==> src/pkg/psram_regs.svh <==
// constants of the psram host controller: offsets, fields, commands, timing
`ifndef PSRAM_REGS_SVH
`define PSRAM_REGS_SVH

// ****************************************************************
// timing
// ****************************************************************
`define CLK_NS        50
`define INIT_US       150
`define INIT_CYC      ((`INIT_US * 1000 + `CLK_NS - 1) / `CLK_NS)
`define SLEEP_US      10
`define SLEEP_CYC     ((`SLEEP_US * 1000) / `CLK_NS + 1)
`define ACC_NS        100
`define ACC_CYC       ((`ACC_NS + `CLK_NS - 1) / `CLK_NS)
`define SEL_MAX_NS    4000
`define SEL_MAX_CYC   (`SEL_MAX_NS / `CLK_NS)
`define TMR_W         12

// ****************************************************************
// device side constants
// ****************************************************************
`define SW_ADDR       21'h01FFFF
`define CFG_DEFAULT   16'h0070
`define CFG_SLEEP_BIT 4
`define CFG_TCR_LO    5
`define SW_STEP2_DATA 16'h0000

// ****************************************************************
// controller registers (byte offsets) and commands
// ****************************************************************
`define REG_CMD       8'h00
`define REG_ADDR      8'h04
`define REG_WDATA     8'h08
`define REG_CFG       8'h0C
`define REG_STATUS    8'h10
`define REG_RDATA     8'h14
`define REG_FLOOR     8'h18
`define FLOOR_DEFAULT 2'h3
`define ST_REFUSED    3
`define CMD_READ      3'h1
`define CMD_WRITE     3'h2
`define CMD_ZZ_CFG    3'h3
`define CMD_SW_WR     3'h4
`define CMD_SW_RD     3'h5
`define CMD_SLEEP     3'h6
`define CMD_WAKE      3'h7

`endif

==> src/pkg/psram_pkg.sv <==
// types of the psram host controller
`default_nettype none
package psram_pkg;
	// controller sequencer states
	typedef enum logic [2:0] {
		S_INIT, S_IDLE, S_ZZ_SET, S_ACT, S_REC, S_ZZ_WAIT, S_ASLEEP
	} state_t;

	// kind of transfer in progress
	typedef enum logic [2:0] {
		K_RD, K_WR, K_ZZCFG, K_SWWR, K_SWRD
	} kind_t;

	// orders refresh temperature codes from coolest to hottest
	function automatic logic [1:0] tcr_rank(input logic [1:0] code);
		unique case (code)
			2'h2: tcr_rank = 2'h0;
			2'h1: tcr_rank = 2'h1;
			2'h0: tcr_rank = 2'h2;
			2'h3: tcr_rank = 2'h3;
		endcase
	endfunction
endpackage
`default_nettype wire

==> src/pkg/tmr_if.sv <==
// load and done signals between the sequencer and its interval timer
`timescale 1ns/1ps
`default_nettype none
interface tmr_if;
	logic        load;   // start a new interval
	logic [11:0] value;  // interval length minus one
	logic        done;   // interval elapsed

	modport master (output load, output value, input done);
	modport timer  (input load, input value, output done);
endinterface
`default_nettype wire
==> src/design/psram_ctrl.sv <==
// host controller that drives an asynchronous page psram through its pins
`timescale 1ns/1ps
`default_nettype none
`include "psram_regs.svh"
module psram_ctrl (
	input  wire logic        i_mclk,
	input  wire logic        i_arst_n,
	input  wire logic [7:0]  i_addr,
	input  wire logic [31:0] i_wdata,
	input  wire logic        i_wr,
	input  wire logic        i_rd,
	output logic      [31:0] o_rdata,
	output logic             o_ce_n,
	output logic             o_we_n,
	output logic             o_oe_n,
	output logic             o_lower_byte_n,
	output logic             o_upper_byte_n,
	output logic             o_sleep_n,
	output logic      [20:0] o_mem_addr,
	output logic      [15:0] o_dq_out,
	output logic             o_dq_oe,
	input  wire logic [15:0] i_dq_in
);
	tmr_if t ();                                  // interval timer link

	psram_pkg::state_t state_r, state_nxt;        // sequencer state
	psram_pkg::kind_t  kind_r, kind_nxt;          // transfer kind
	logic [1:0]  step_r, step_nxt;                // step of a software sequence
	logic [20:0] addr_r, addr_nxt;                // target word address
	logic [15:0] wdata_r, wdata_nxt;              // write data
	logic [1:0]  be_n_r, be_n_nxt;                // {upper, lower} lane disables
	logic [15:0] cfg_r, cfg_nxt;                  // config value to load
	logic [15:0] known_r, known_nxt;              // last config known in the device
	logic [1:0]  floor_r, floor_nxt;              // lowest allowed temperature rank
	logic [15:0] rdata_r, rdata_nxt;              // last word read
	logic        refused_r, refused_nxt;          // sticky refused-command flag
	logic [31:0] bus_r, bus_nxt;                  // software read data
	logic        ce_n_r, we_n_r, oe_n_r, lb_n_r, ub_n_r, zz_n_r, dq_oe_r;
	logic        ce_n_nxt, we_n_nxt, oe_n_nxt, lb_n_nxt, ub_n_nxt, zz_n_nxt, dq_oe_nxt;
	logic [20:0] pa_r, pa_nxt;                    // address pins
	logic [15:0] dq_r, dq_nxt;                    // data pins
	logic        sw_nxt, wr_nxt, wr_cur;          // operation decode
	logic        cmd_wr;                          // write to the command register
	logic        cfg_ok;                          // requested config is safe to load

	psram_timer u_tmr (
		.i_mclk   (i_mclk),
		.i_arst_n (i_arst_n),
		.t        (t)
	);

	// ****************************************************************
	// operation decode
	// ****************************************************************
	// software sequence reads on steps 0 and 1, writes on 2, then 3 by kind
	function automatic logic is_wr(input psram_pkg::kind_t k, input logic [1:0] s);
		is_wr = (k == psram_pkg::K_WR) || (k == psram_pkg::K_ZZCFG) ||
			((k == psram_pkg::K_SWWR) && s[1]) ||
			((k == psram_pkg::K_SWRD) && (s == 2'h2));
	endfunction

	assign cmd_wr = i_wr && (i_addr == `REG_CMD);
	// refuse temperatures below the floor, and deep powerdown by software
	assign cfg_ok = (psram_pkg::tcr_rank(cfg_r[`CFG_TCR_LO+1:`CFG_TCR_LO]) >= floor_r) &&
		!((i_wdata[2:0] == `CMD_SW_WR) && !cfg_r[`CFG_SLEEP_BIT]);

	// ****************************************************************
	// sequencer
	// ****************************************************************
	// one transfer or sequence at a time; commands while busy are refused
	always_comb begin
		state_nxt   = state_r;
		kind_nxt    = kind_r;
		step_nxt    = step_r;
		rdata_nxt   = rdata_r;
		known_nxt   = known_r;
		refused_nxt = refused_r;
		t.load      = 1'b0;
		t.value     = 12'(`ACC_CYC - 1);
		if (i_wr && (i_addr == `REG_STATUS) && i_wdata[`ST_REFUSED]) begin
			refused_nxt = 1'b0;                   // set below wins over this clear
		end
		unique case (state_r)
			psram_pkg::S_INIT: begin
				// chip select stays high until the interval ends
				if (t.done) begin
					state_nxt = psram_pkg::S_IDLE;
					known_nxt = `CFG_DEFAULT;
				end
			end
			psram_pkg::S_IDLE: begin
				if (cmd_wr) begin
					step_nxt = 2'h0;
					t.load   = 1'b1;
					unique case (i_wdata[2:0])
						`CMD_READ: begin
							kind_nxt  = psram_pkg::K_RD;
							state_nxt = psram_pkg::S_ACT;
						end
						`CMD_WRITE: begin
							kind_nxt  = psram_pkg::K_WR;
							state_nxt = psram_pkg::S_ACT;
						end
						`CMD_ZZ_CFG: begin
							kind_nxt    = psram_pkg::K_ZZCFG;
							state_nxt   = cfg_ok ? psram_pkg::S_ZZ_SET : psram_pkg::S_IDLE;
							refused_nxt = refused_nxt | !cfg_ok;
						end
						`CMD_SW_WR: begin
							kind_nxt    = psram_pkg::K_SWWR;
							state_nxt   = cfg_ok ? psram_pkg::S_ACT : psram_pkg::S_IDLE;
							refused_nxt = refused_nxt | !cfg_ok;
						end
						`CMD_SW_RD: begin
							kind_nxt  = psram_pkg::K_SWRD;
							state_nxt = psram_pkg::S_ACT;
						end
						`CMD_SLEEP: begin
							state_nxt = psram_pkg::S_ZZ_WAIT;
							t.value   = 12'(`SLEEP_CYC - 1);
						end
						default: begin
							refused_nxt = 1'b1;       // wake while awake, or no command
						end
					endcase
				end
			end
			psram_pkg::S_ZZ_SET: begin
				// sleep pin fell last cycle; the write follows at once
				state_nxt = psram_pkg::S_ACT;
				t.load    = 1'b1;
			end
			psram_pkg::S_ACT: begin
				// strobes low for the access time, well under the select limit
				if (t.done) begin
					state_nxt = psram_pkg::S_REC;
					if (!wr_cur) begin
						rdata_nxt = i_dq_in;
						if ((kind_r == psram_pkg::K_SWRD) && (step_r == 2'h3)) begin
							known_nxt = i_dq_in;
						end
					end
				end
			end
			psram_pkg::S_REC: begin
				// strobes rose last cycle, latching write data on that edge
				if (((kind_r == psram_pkg::K_SWWR) || (kind_r == psram_pkg::K_SWRD)) &&
					(step_r != 2'h3)) begin
					step_nxt  = step_r + 2'h1;
					state_nxt = psram_pkg::S_ACT;
					t.load    = 1'b1;
				end else begin
					state_nxt = psram_pkg::S_IDLE;
					if ((kind_r == psram_pkg::K_ZZCFG) || (kind_r == psram_pkg::K_SWWR)) begin
						known_nxt = cfg_r;
					end
				end
			end
			psram_pkg::S_ZZ_WAIT: begin
				if (t.done) begin
					state_nxt = psram_pkg::S_ASLEEP;
				end
			end
			psram_pkg::S_ASLEEP: begin
				// leaving deep powerdown costs a fresh initialisation
				if (cmd_wr && (i_wdata[2:0] == `CMD_WAKE)) begin
					if (!known_r[`CFG_SLEEP_BIT]) begin
						state_nxt = psram_pkg::S_INIT;
						t.load    = 1'b1;
						t.value   = 12'(`INIT_CYC - 1);
					end else begin
						state_nxt = psram_pkg::S_IDLE;
					end
				end
			end
		endcase
		if (cmd_wr && (state_r != psram_pkg::S_IDLE) && (state_r != psram_pkg::S_ASLEEP)) begin
			refused_nxt = 1'b1;
		end
	end

	// ****************************************************************
	// pins, from the state about to be entered
	// ****************************************************************
	// registered so every pin leaves a flip-flop cleanly
	always_comb begin
		sw_nxt    = (kind_nxt == psram_pkg::K_SWWR) || (kind_nxt == psram_pkg::K_SWRD);
		wr_nxt    = is_wr(kind_nxt, step_nxt);
		ce_n_nxt  = (state_nxt != psram_pkg::S_ACT);
		we_n_nxt  = !((state_nxt == psram_pkg::S_ACT) && wr_nxt);
		oe_n_nxt  = !((state_nxt == psram_pkg::S_ACT) && !wr_nxt);
		lb_n_nxt  = 1'b1;
		ub_n_nxt  = 1'b1;
		if (state_nxt == psram_pkg::S_ACT) begin
			// lanes are free for config loads; user lanes for data
			lb_n_nxt = (sw_nxt || (kind_nxt == psram_pkg::K_ZZCFG)) ? 1'b0 : be_n_r[0];
			ub_n_nxt = (sw_nxt || (kind_nxt == psram_pkg::K_ZZCFG)) ? 1'b0 : be_n_r[1];
		end
		dq_oe_nxt = ((state_nxt == psram_pkg::S_ACT) || (state_nxt == psram_pkg::S_REC)) &&
			wr_nxt && (kind_nxt != psram_pkg::K_ZZCFG);
		zz_n_nxt  = !((state_nxt == psram_pkg::S_ZZ_SET) || (state_nxt == psram_pkg::S_ZZ_WAIT) ||
			(state_nxt == psram_pkg::S_ASLEEP) || ((kind_nxt == psram_pkg::K_ZZCFG) &&
			((state_nxt == psram_pkg::S_ACT) || (state_nxt == psram_pkg::S_REC))));
		if (sw_nxt) begin
			pa_nxt = `SW_ADDR;
			dq_nxt = (step_nxt == 2'h2) ? `SW_STEP2_DATA : cfg_r;
		end else if (kind_nxt == psram_pkg::K_ZZCFG) begin
			pa_nxt = {5'h00, cfg_r};
			dq_nxt = 16'h0000;
		end else begin
			pa_nxt = addr_r;
			dq_nxt = wdata_r;
		end
	end

	// ****************************************************************
	// software registers
	// ****************************************************************
	// transfer registers are frozen while a transfer uses them
	always_comb begin
		addr_nxt  = addr_r;
		wdata_nxt = wdata_r;
		be_n_nxt  = be_n_r;
		cfg_nxt   = cfg_r;
		floor_nxt = floor_r;
		bus_nxt   = 32'h0000_0000;
		if (i_wr && ((state_r == psram_pkg::S_IDLE) || (state_r == psram_pkg::S_ASLEEP))) begin
			unique case (i_addr)
				`REG_ADDR:  addr_nxt = i_wdata[20:0];
				`REG_WDATA: begin
					wdata_nxt = i_wdata[15:0];
					be_n_nxt  = i_wdata[17:16];
				end
				`REG_CFG:   cfg_nxt = i_wdata[15:0];
				`REG_FLOOR: floor_nxt = i_wdata[1:0];
				default:    addr_nxt = addr_r;
			endcase
		end
		if (i_rd) begin
			unique case (i_addr)
				`REG_ADDR:   bus_nxt = {11'h000, addr_r};
				`REG_WDATA:  bus_nxt = {14'h0000, be_n_r, wdata_r};
				`REG_CFG:    bus_nxt = {16'h0000, cfg_r};
				`REG_STATUS: bus_nxt = {known_r, 12'h000, refused_r,
					state_r == psram_pkg::S_ASLEEP, state_r != psram_pkg::S_INIT,
					(state_r != psram_pkg::S_IDLE) && (state_r != psram_pkg::S_ASLEEP)};
				`REG_RDATA:  bus_nxt = {16'h0000, rdata_r};
				`REG_FLOOR:  bus_nxt = {30'h0000_0000, floor_r};
				default:     bus_nxt = 32'h0000_0000;
			endcase
		end
	end

	// ****************************************************************
	// state registers
	// ****************************************************************
	always_ff @(posedge i_mclk or negedge i_arst_n) begin
		if (!i_arst_n) begin
			state_r <= psram_pkg::S_INIT;
			kind_r  <= psram_pkg::K_RD;
			step_r  <= 2'h0;
			addr_r  <= 21'h000000;
			wdata_r <= 16'h0000;
			be_n_r  <= 2'h0;
			cfg_r   <= `CFG_DEFAULT;
			known_r <= `CFG_DEFAULT;
			floor_r <= `FLOOR_DEFAULT;
			rdata_r <= 16'h0000;
			refused_r <= 1'b0;
			bus_r   <= 32'h0000_0000;
			ce_n_r  <= 1'b1;
			we_n_r  <= 1'b1;
			oe_n_r  <= 1'b1;
			lb_n_r  <= 1'b1;
			ub_n_r  <= 1'b1;
			zz_n_r  <= 1'b1;
			dq_oe_r <= 1'b0;
			pa_r    <= 21'h000000;
			dq_r    <= 16'h0000;
		end else begin
			state_r <= state_nxt;
			kind_r  <= kind_nxt;
			step_r  <= step_nxt;
			addr_r  <= addr_nxt;
			wdata_r <= wdata_nxt;
			be_n_r  <= be_n_nxt;
			cfg_r   <= cfg_nxt;
			known_r <= known_nxt;
			floor_r <= floor_nxt;
			rdata_r <= rdata_nxt;
			refused_r <= refused_nxt;
			bus_r   <= bus_nxt;
			ce_n_r  <= ce_n_nxt;
			we_n_r  <= we_n_nxt;
			oe_n_r  <= oe_n_nxt;
			lb_n_r  <= lb_n_nxt;
			ub_n_r  <= ub_n_nxt;
			zz_n_r  <= zz_n_nxt;
			dq_oe_r <= dq_oe_nxt;
			pa_r    <= pa_nxt;
			dq_r    <= dq_nxt;
		end
	end

	assign wr_cur         = is_wr(kind_r, step_r);
	assign o_rdata        = bus_r;
	assign o_ce_n         = ce_n_r;
	assign o_we_n         = we_n_r;
	assign o_oe_n         = oe_n_r;
	assign o_lower_byte_n = lb_n_r;
	assign o_upper_byte_n = ub_n_r;
	assign o_sleep_n      = zz_n_r;
	assign o_mem_addr     = pa_r;
	assign o_dq_out       = dq_r;
	assign o_dq_oe        = dq_oe_r;

	// ****************************************************************
	// checks
	// ****************************************************************
	localparam int SEL_MAX = `SEL_MAX_CYC;
	logic [7:0] sel_cnt_r;                        // cycles chip select has been low
	always_ff @(posedge i_mclk or negedge i_arst_n) begin
		if (!i_arst_n) begin
			sel_cnt_r <= 8'h00;
		end else begin
			sel_cnt_r <= ce_n_r ? 8'h00 : sel_cnt_r + 8'h01;
		end
	end
endmodule
`default_nettype wire

==> src/design/psram_timer.sv <==
// loadable down counter that times every interval of the controller
`timescale 1ns/1ps
`default_nettype none
`include "psram_regs.svh"
module psram_timer (
	input  wire logic i_mclk,
	input  wire logic i_arst_n,
	tmr_if.timer      t
);
	logic [11:0] cnt_r;  // remaining cycles
	logic [11:0] cnt_nxt;

	// ****************************************************************
	// counter
	// ****************************************************************
	// reset starts the power-up interval so the sequencer waits from the first edge
	always_comb begin
		cnt_nxt = cnt_r;
		if (t.load) begin
			cnt_nxt = t.value;
		end else if (cnt_r != 12'h000) begin
			cnt_nxt = cnt_r - 12'h001;
		end
	end

	always_ff @(posedge i_mclk or negedge i_arst_n) begin
		if (!i_arst_n) begin
			cnt_r <= 12'(`INIT_CYC - 1);
		end else begin
			cnt_r <= cnt_nxt;
		end
	end

	assign t.done = (cnt_r == 12'h000) && !t.load;
endmodule
`default_nettype wire

==> config.mk <==
export PLATFORM = sky130hd
export DESIGN_NAME = psram_ctrl
export DESIGN_NICKNAME = d
export VERILOG_FILES = /design/src/pkg/psram_pkg.sv /design/src/pkg/tmr_if.sv /design/src/design/psram_ctrl.sv /design/src/design/psram_timer.sv
export VERILOG_INCLUDE_DIRS = /design/src /design/src/pkg
export SDC_FILE = /design/constraint.sdc
export NUM_CORES = 1
export LEC_CHECK = 0
export BUFFER_PORTS_ARGS = -buffer_cell sky130_fd_sc_hd__buf_2
export CAP_MARGIN = 20
export CORE_MARGIN = 1.5
export CORE_UTILIZATION = 31
export CTS_CLUSTER_SIZE = 30
export DETAILED_ROUTE_END_ITERATION = 8
export GPL_TIMING_DRIVEN = 0
export PLACE_DENSITY_LB_ADDON = 0.15
export SYNTH_ARGS = -nofsm -noshare
export SYNTH_HDL_FRONTEND = slang
export SYNTH_HIERARCHICAL = 1
export SYNTH_SLANG_ARGS = --single-unit
==> constraint.sdc <==
create_clock -name i_mclk -period 7.25 [get_ports i_mclk]
set_clock_uncertainty 0.1 [all_clocks]
set_input_delay 1.0875 -clock i_mclk [delete_from_list [all_inputs] [get_ports i_mclk]]
set_output_delay 1.0875 -clock i_mclk [all_outputs]
set_load 0.005 [all_outputs]
==> results of run 1 <==
## cells in the mapped netlist, drive strengths merged (6+ instances only)
master,count
buf,20
dfstp,23
a22o,16
nand2,39
xor2,6
clkbuf,25
a21oi,64
nor2,60
nand2b,13
and3,18
mux2,73
a22oi,20
inv,15
or3,9
a222oi,16
o22ai,19
nand3,11
o21ai,19
nor3,14
nor4,6
dfrtp,163
ha,9
o211a,6
## layer usage
layer | global-route usage, % | vias to the layer above | routed length (um)
met3 | 2.398 | 21 | 1251
met2 | 29.13 | 197 | 11720
met4 | 5.131 | 0 | 291
li1 | - | 2971 | -
met1 | 26.97 | 3234 | 12290
met5 | 0 | - | 0
## per-stage QoR
stage	setup slack [ns]	utilization [%]	hold WS [ns]	power (uW)
after global routing	1.557	37.80	0.4208	2577
after floorplan	2.737	-	0.3481	1397
final	1.999	37.80	0.3875	2459
after detailed placement	1.388	35.49	0.3772	1523
after global placement	1.175	35.33	0.3779	1517
after CTS	1.807	37.78	0.3886	2489
## sequential cells by signal (all words and copies together) (netlist names)
register        count
o_mem_addr         21
addr_r             21
be_n_r              2
o_we_n              1
o_sleep_n           1
o_dq_oe             1
wdata_r            16
floor_r             2
o_upper_byte_n      1
o_lower_byte_n      1
o_rdata            32
known_r            16
u_tmr/cnt_r        12
o_dq_out           16
o_oe_n              1
state_r             3
step_r              2
kind_r              3
o_ce_n              1
cfg_r              16
refused_r           1
rdata_r            16
## worst max-delay path, cell delays in order
cell and delay (ns):
sky130_fd_sc_hd__buf_2 0.13, sky130_fd_sc_hd__clkbuf_1 0.47, sky130_fd_sc_hd__and3_1 0.27, sky130_fd_sc_hd__nand3_1 0.10, sky130_fd_sc_hd__nor4_1 0.74, sky130_fd_sc_hd__or3_1 0.38, sky130_fd_sc_hd__buf_2 0.28, sky130_fd_sc_hd__nor4_1 0.12
sky130_fd_sc_hd__clkbuf_2 0.19, sky130_fd_sc_hd__and2_1 0.20, sky130_fd_sc_hd__nand2_1 0.10, sky130_fd_sc_hd__a21oi_1 0.05, sky130_fd_sc_hd__o21ai_1 0.41, sky130_fd_sc_hd__clkbuf_1 0.52, sky130_fd_sc_hd__mux2_2 0.40
## kinds of logic (layout without fill, tap and decap cells)
group / count (synthesis) / in the layout / synth area share, %
AO/OA/AOI/OAI: 189 / 189 / 15.68
XOR/XNOR: 9 / 9 / 0.9362
adder cells (fa/ha/maj): 9 / 9 / 1.337
buffers and inverters: 60 / 219 / 3.195
flip-flops: 186 / 186 / 55.62
multiplexers: 77 / 77 / 10.24
other: 1 / 1 / 0.04453
AND/OR/NAND/NOR: 202 / 202 / 12.96
## worst paths after layout
| check | from | end | slack, ns |
|---|---|---|---|
| setup / recovery | i_wdata[0] | rdata_r[8] | 2.00 |
| hold / removal | known_r[5] | known_r[5] | 0.39 |
| setup reg to reg | state_r[1] | known_r[6] | 2.58 |
| hold reg to reg | known_r[5] | known_r[5] | 0.39 |
| max in group asynchronous | i_arst_n | o_rdata[1] | 5.58 |
| min in group asynchronous | i_arst_n | o_rdata[28] | 0.51 |
## area by class of cell
class / count / area (sq um) / share of cell area, %
tap: 341 / 426.7 / 4.211
clock buffer: 17 / 425.4 / 4.199
sequential: 186 / 4683 / 46.23
buffer: 45 / 212.7 / 2.100
inverter: 15 / 56.30 / 0.5558
clock inverter: 15 / 190.2 / 1.877
multi-input combinational: 487 / 3468 / 34.23
timing repair buffer: 127 / 668.1 / 6.595
## power breakdown
part,total (uW),leakage [uW],switching (uW),internal (uW)
Clock,957,0.000299,486,471
Combinational,313,0.00206,179,134
Sequential,1190,0.00248,60.5,1130
Total,2460,0.00484,726,1730
==> impl_metrics.ini, run 1 <==
[cells_and_area]
fraction_of_layout_instances_using_a_drive_strength_above_1_pct = 33.07
final_non_filler_cells = 1233
final_common_cell = sky130_fd_sc_hd__dfrtp_1
final_area_sq_um = 10130
area_growth_pct = 20.31
diodes = 0
fillCellCount = 2651
final_nets = 948
layout.cells.most_common_list = sky130_fd_sc_hd__dfrtp_1, sky130_fd_sc_hd__buf_2, sky130_fd_sc_hd__mux2_2, sky130_fd_sc_hd__a21oi_1, sky130_fd_sc_hd__nor2_1

[floorplanning]
placeableCoreArea_sq_um = 26800
chip_width_um = 167.8
placement_rows = 60
boundaryPins = 136
dieArea_sq_um = 28160
initial_utilization_pct = 31.42
floorplan.die.height_um = 167.8

[clock_tree]
clkSlewWorstSetupHoldPaths_ns = 0.08
max-clock-path-buffers = 2
cts_tree = done
clock_tree.htree_level_count = 4
cts_sinks = 186
clk_latency_worst_skew_pair_ns = 0.44
root_buffer_master = sky130_fd_sc_hd__clkbuf_16
postCtsResizedCells = 0
numCtsBuffers = 17
holdBufCountCts = 0
cts_setup_buffers = 0

[global_routing]
grt_max_degree = 112
grt-ovfl-total = 0
wire_length_of_the_first_global_routing_pass_um = 39360
track_usage_pct = 18.58
number_of_global_route_vias_before_repair = 6384
grt_antenna_before_repair = 0

[sta]
post-route-period-util_pct = 72.43
final-hold-violation-count = 0
period_minus_slack_ns = 5.251
timing.fmax_ghz = 0.1904
final_max_slew_viol_count = 0
rsz_0062_raised_after_global_routing = false
finalSetupViolations = 0
worst-slew-pin-transition_ns = 0.9651
slew-limit-headroom_pct = 35.42
finalSetupTns_ns = 0

[drt]
detailedRoute.firstPassIterationCount = 5
avgRoutedWirePerCell_um = 20.72
drc = 0
antenna_violating_nets_post_route = 0
dr_total_vias = 6423
viasPerCell = 5.209
detail_route.wirelength_um = 25550
drt_iter0_drc = 548

[yosys]
yosysUniqueCellTypes = 72
synthesis.nets = 802
yosysSeqAreaShare_pct = 55.62
async_reset_ff_share_pct = 100.0
synth_top_area_share_pct = 48.44
ys_dominant_reg_cell = sky130_fd_sc_hd__dfrtp_1
ys_seq_elements = 186
yosysWarnings = 6
most_area_consuming_cells_after_synthesis = sky130_fd_sc_hd__dfrtp_1, sky130_fd_sc_hd__mux2_2, sky130_fd_sc_hd__dfstp_2, sky130_fd_sc_hd__a21oi_1, sky130_fd_sc_hd__nor2_1
yosys.area.top_type = sky130_fd_sc_hd__dfrtp_1
syn-instance-count = 733
post_synth_instance_area_sq_um = 8421
synthesis.area_per_instance_sq_um = 11.49
number_of_flops_mapped_to_enable_cells_by_yosys = 0

[pwr]
power_leakage_uw = 0.004838
power.density_nw_per_um2 = 242.8
vdd.ir_drop.worst_v = 0.0001313

[min_path]
worstHoldPathType = flop to flop
hold_depth = 2

[placement]
io_buffer_count = 124
placed_cells = 1200
placement.cell_area_sq_um = 9510
gpl.final_weighted_congestion = 0.8262
place.detailed.hpwl_um = 18200

[critical_path]
critPathRequiredTime_ns = 7.47
critPathKind = primary input to flop
worstPathArrival_ns = 5.47
timing.critical_path.from_type = primary input
ff2ff_path_depth = 15
worst_path_fanout_max = 10
setup.worst_path.end_class = flop

[flow_run]
drv_cap = 0

[outcome]
run_status = complete, no violations
Power figures use the tool's default switching activity.
==> inputs of run 2 (changes only) <==
Clock period 7.25 ns to 4.8 ns, I/O delays scaled along.
==> impl_metrics.ini, run 2 (synthesis gave the netlist of run 1 again) <==
[cells_and_area]
fraction_of_layout_instances_using_a_drive_strength_above_1_pct = 33.33
final_common_cell = sky130_fd_sc_hd__dfrtp_1
layout.cells.most_common_list = sky130_fd_sc_hd__dfrtp_1, sky130_fd_sc_hd__buf_2, sky130_fd_sc_hd__mux2_2, sky130_fd_sc_hd__a21oi_1, sky130_fd_sc_hd__nor2_1
fillCellCount = 2649
area_growth_pct = 20.52
diodes = 0
final_nets = 947
final_non_filler_cells = 1232
postLayoutCoreUtil_pct = 37.87
largest_register_ffs = 32

[floorplanning]
dieArea_sq_um = 28160
chip_width_um = 167.8
boundaryPins = 136
placement_rows = 60
floorplan.die.height_um = 167.8
placeableCoreArea_sq_um = 26800
initial_utilization_pct = 31.42

[placement]
io_buffer_count = 124
gpl.final_weighted_congestion = 0.8262
placed_cells = 1200
place.detailed.hpwl_um = 18200

[clock_tree]
cts_tree = done
cts_sinks = 186
cts_setup_buffers = 0
numCtsBuffers = 17
root_buffer_master = sky130_fd_sc_hd__clkbuf_16
clk_latency_worst_skew_pair_ns = 0.44
max-clock-path-buffers = 2
clkSlewWorstSetupHoldPaths_ns = 0.08
clock_tree.htree_level_count = 4

[sta]
final_max_slew_viol_count = 0
final-hold-violation-count = 0
finalSetupTns_ns = 0
slew-limit-headroom_pct = 34.57
worst-slew-pin-transition_ns = 0.9778
timing.fmax_ghz = 0.2249
post-route-period-util_pct = 92.64
finalSetupViolations = 0
period_minus_slack_ns = 4.447

[global_routing]
grt_antenna_before_repair = 0
number_of_global_route_vias_before_repair = 6386
wire_length_of_the_first_global_routing_pass_um = 39370
track_usage_pct = 18.59
grt_max_degree = 112
grt-ovfl-total = 0

[drt]
detail_route.wirelength_um = 25550
antenna_violating_nets_post_route = 0
avgRoutedWirePerCell_um = 20.74
detailedRoute.firstPassIterationCount = 6
dr_total_vias = 6389
viasPerCell = 5.186
drc = 0
drt_iter0_drc = 527

[critical_path]
critPathRequiredTime_ns = 5.02
cpPeakStageDelay_ns = 0.52
timing.reg2reg.setup_slack_ns = 0.49
setup.worst_path.end_class = flop
cell_type_of_the_slowest_stage_on_the_worst_timing_path = sky130_fd_sc_hd__clkbuf_1
worstPathArrival_ns = 4.66
cp_cell_sequence = buf_2 -> or3_1 -> nor3_1 -> nand3_1 -> nor4_2 -> or3_1 -> buf_2 -> nor4_4 -> and2_1 -> nand2_1 -> a21oi_1 -> o21ai_1 -> clkbuf_1 -> mux2_2
worst_path_fanout_max = 10
timing.critical_path.from_type = primary input
critPathKind = primary input to flop

[flow_run]
drv_cap = 0

[pwr]
power.density_nw_per_um2 = 366.8
power_leakage_uw = 0.004837
finalPower_uw = 3723
vdd.ir_drop.worst_v = 0.0001982

[min_path]
worstHoldPathType = primary input to async pin

[outcome]
run_status = complete, no violations
-- run 2: worst paths after layout --
kind                            start          end  depth (start not counted)
min in group i_mclk        known_r[5]   known_r[5]                          2
min                          i_arst_n  known_r[11]                          1
max in group asynchronous    i_arst_n   o_rdata[1]                          2
max reg2reg                state_r[1]  known_r[12]                         14
min reg2reg                known_r[5]   known_r[5]                          2
max                         i_addr[5]   rdata_r[8]                         14
-- run 2: final cells by class --
cell class,count,area (sq um),area share [%]
multi-input cells,487,3490,34.39
repair buffers,126,663.1,6.534
clock buffers,17,425.4,4.192
well taps,341,426.7,4.204
inverters,15,56.30,0.5548
clock inverters,15,190.2,1.874
flip-flops and latches,186,4683,46.15
plain buffers,45,214.0,2.108
-- run 2: repair_timing --
action / CTS / global route
hold buffers: 0 / 0
setup endpoints to repair: 26 / 28
resized for setup: 1 / 4
-- run 2: metrics by stage --
step	hold WS (ns)	area, sq um	worst slack [ns]
global route	0.1901	10150	-0.007485
global placement	0.3779	9468	-0.9077
floorplan	0.3244	8421	0.6540
detailed placement	0.3772	9510	-0.6943
finish	0.1448	10150	0.3534
CTS	0.1830	10130	0.02970
-- run 2: routing by layer --
layer	global-route usage [%]	routed length [um]
met1	26.98	12540
met2	29.13	11670
met3	2.398	1052
met4	5.131	278
met5	0	0
-- run 2: worst max-delay path: cells and delay by family --
family | cells | cell delay, ns
AND/OR/NAND/NOR | 8 | 2.15
buffers and inverters | 3 | 0.94
AO/OA/AOI/OAI | 2 | 0.44
multiplexers | 1 | 0.40
-- run 2: power by group --
group	switching, uW	internal (uW)	leakage, uW
sequential	90.7	1700	0.00248
combinational	275	202	0.00205
clock	737	712	0.000299
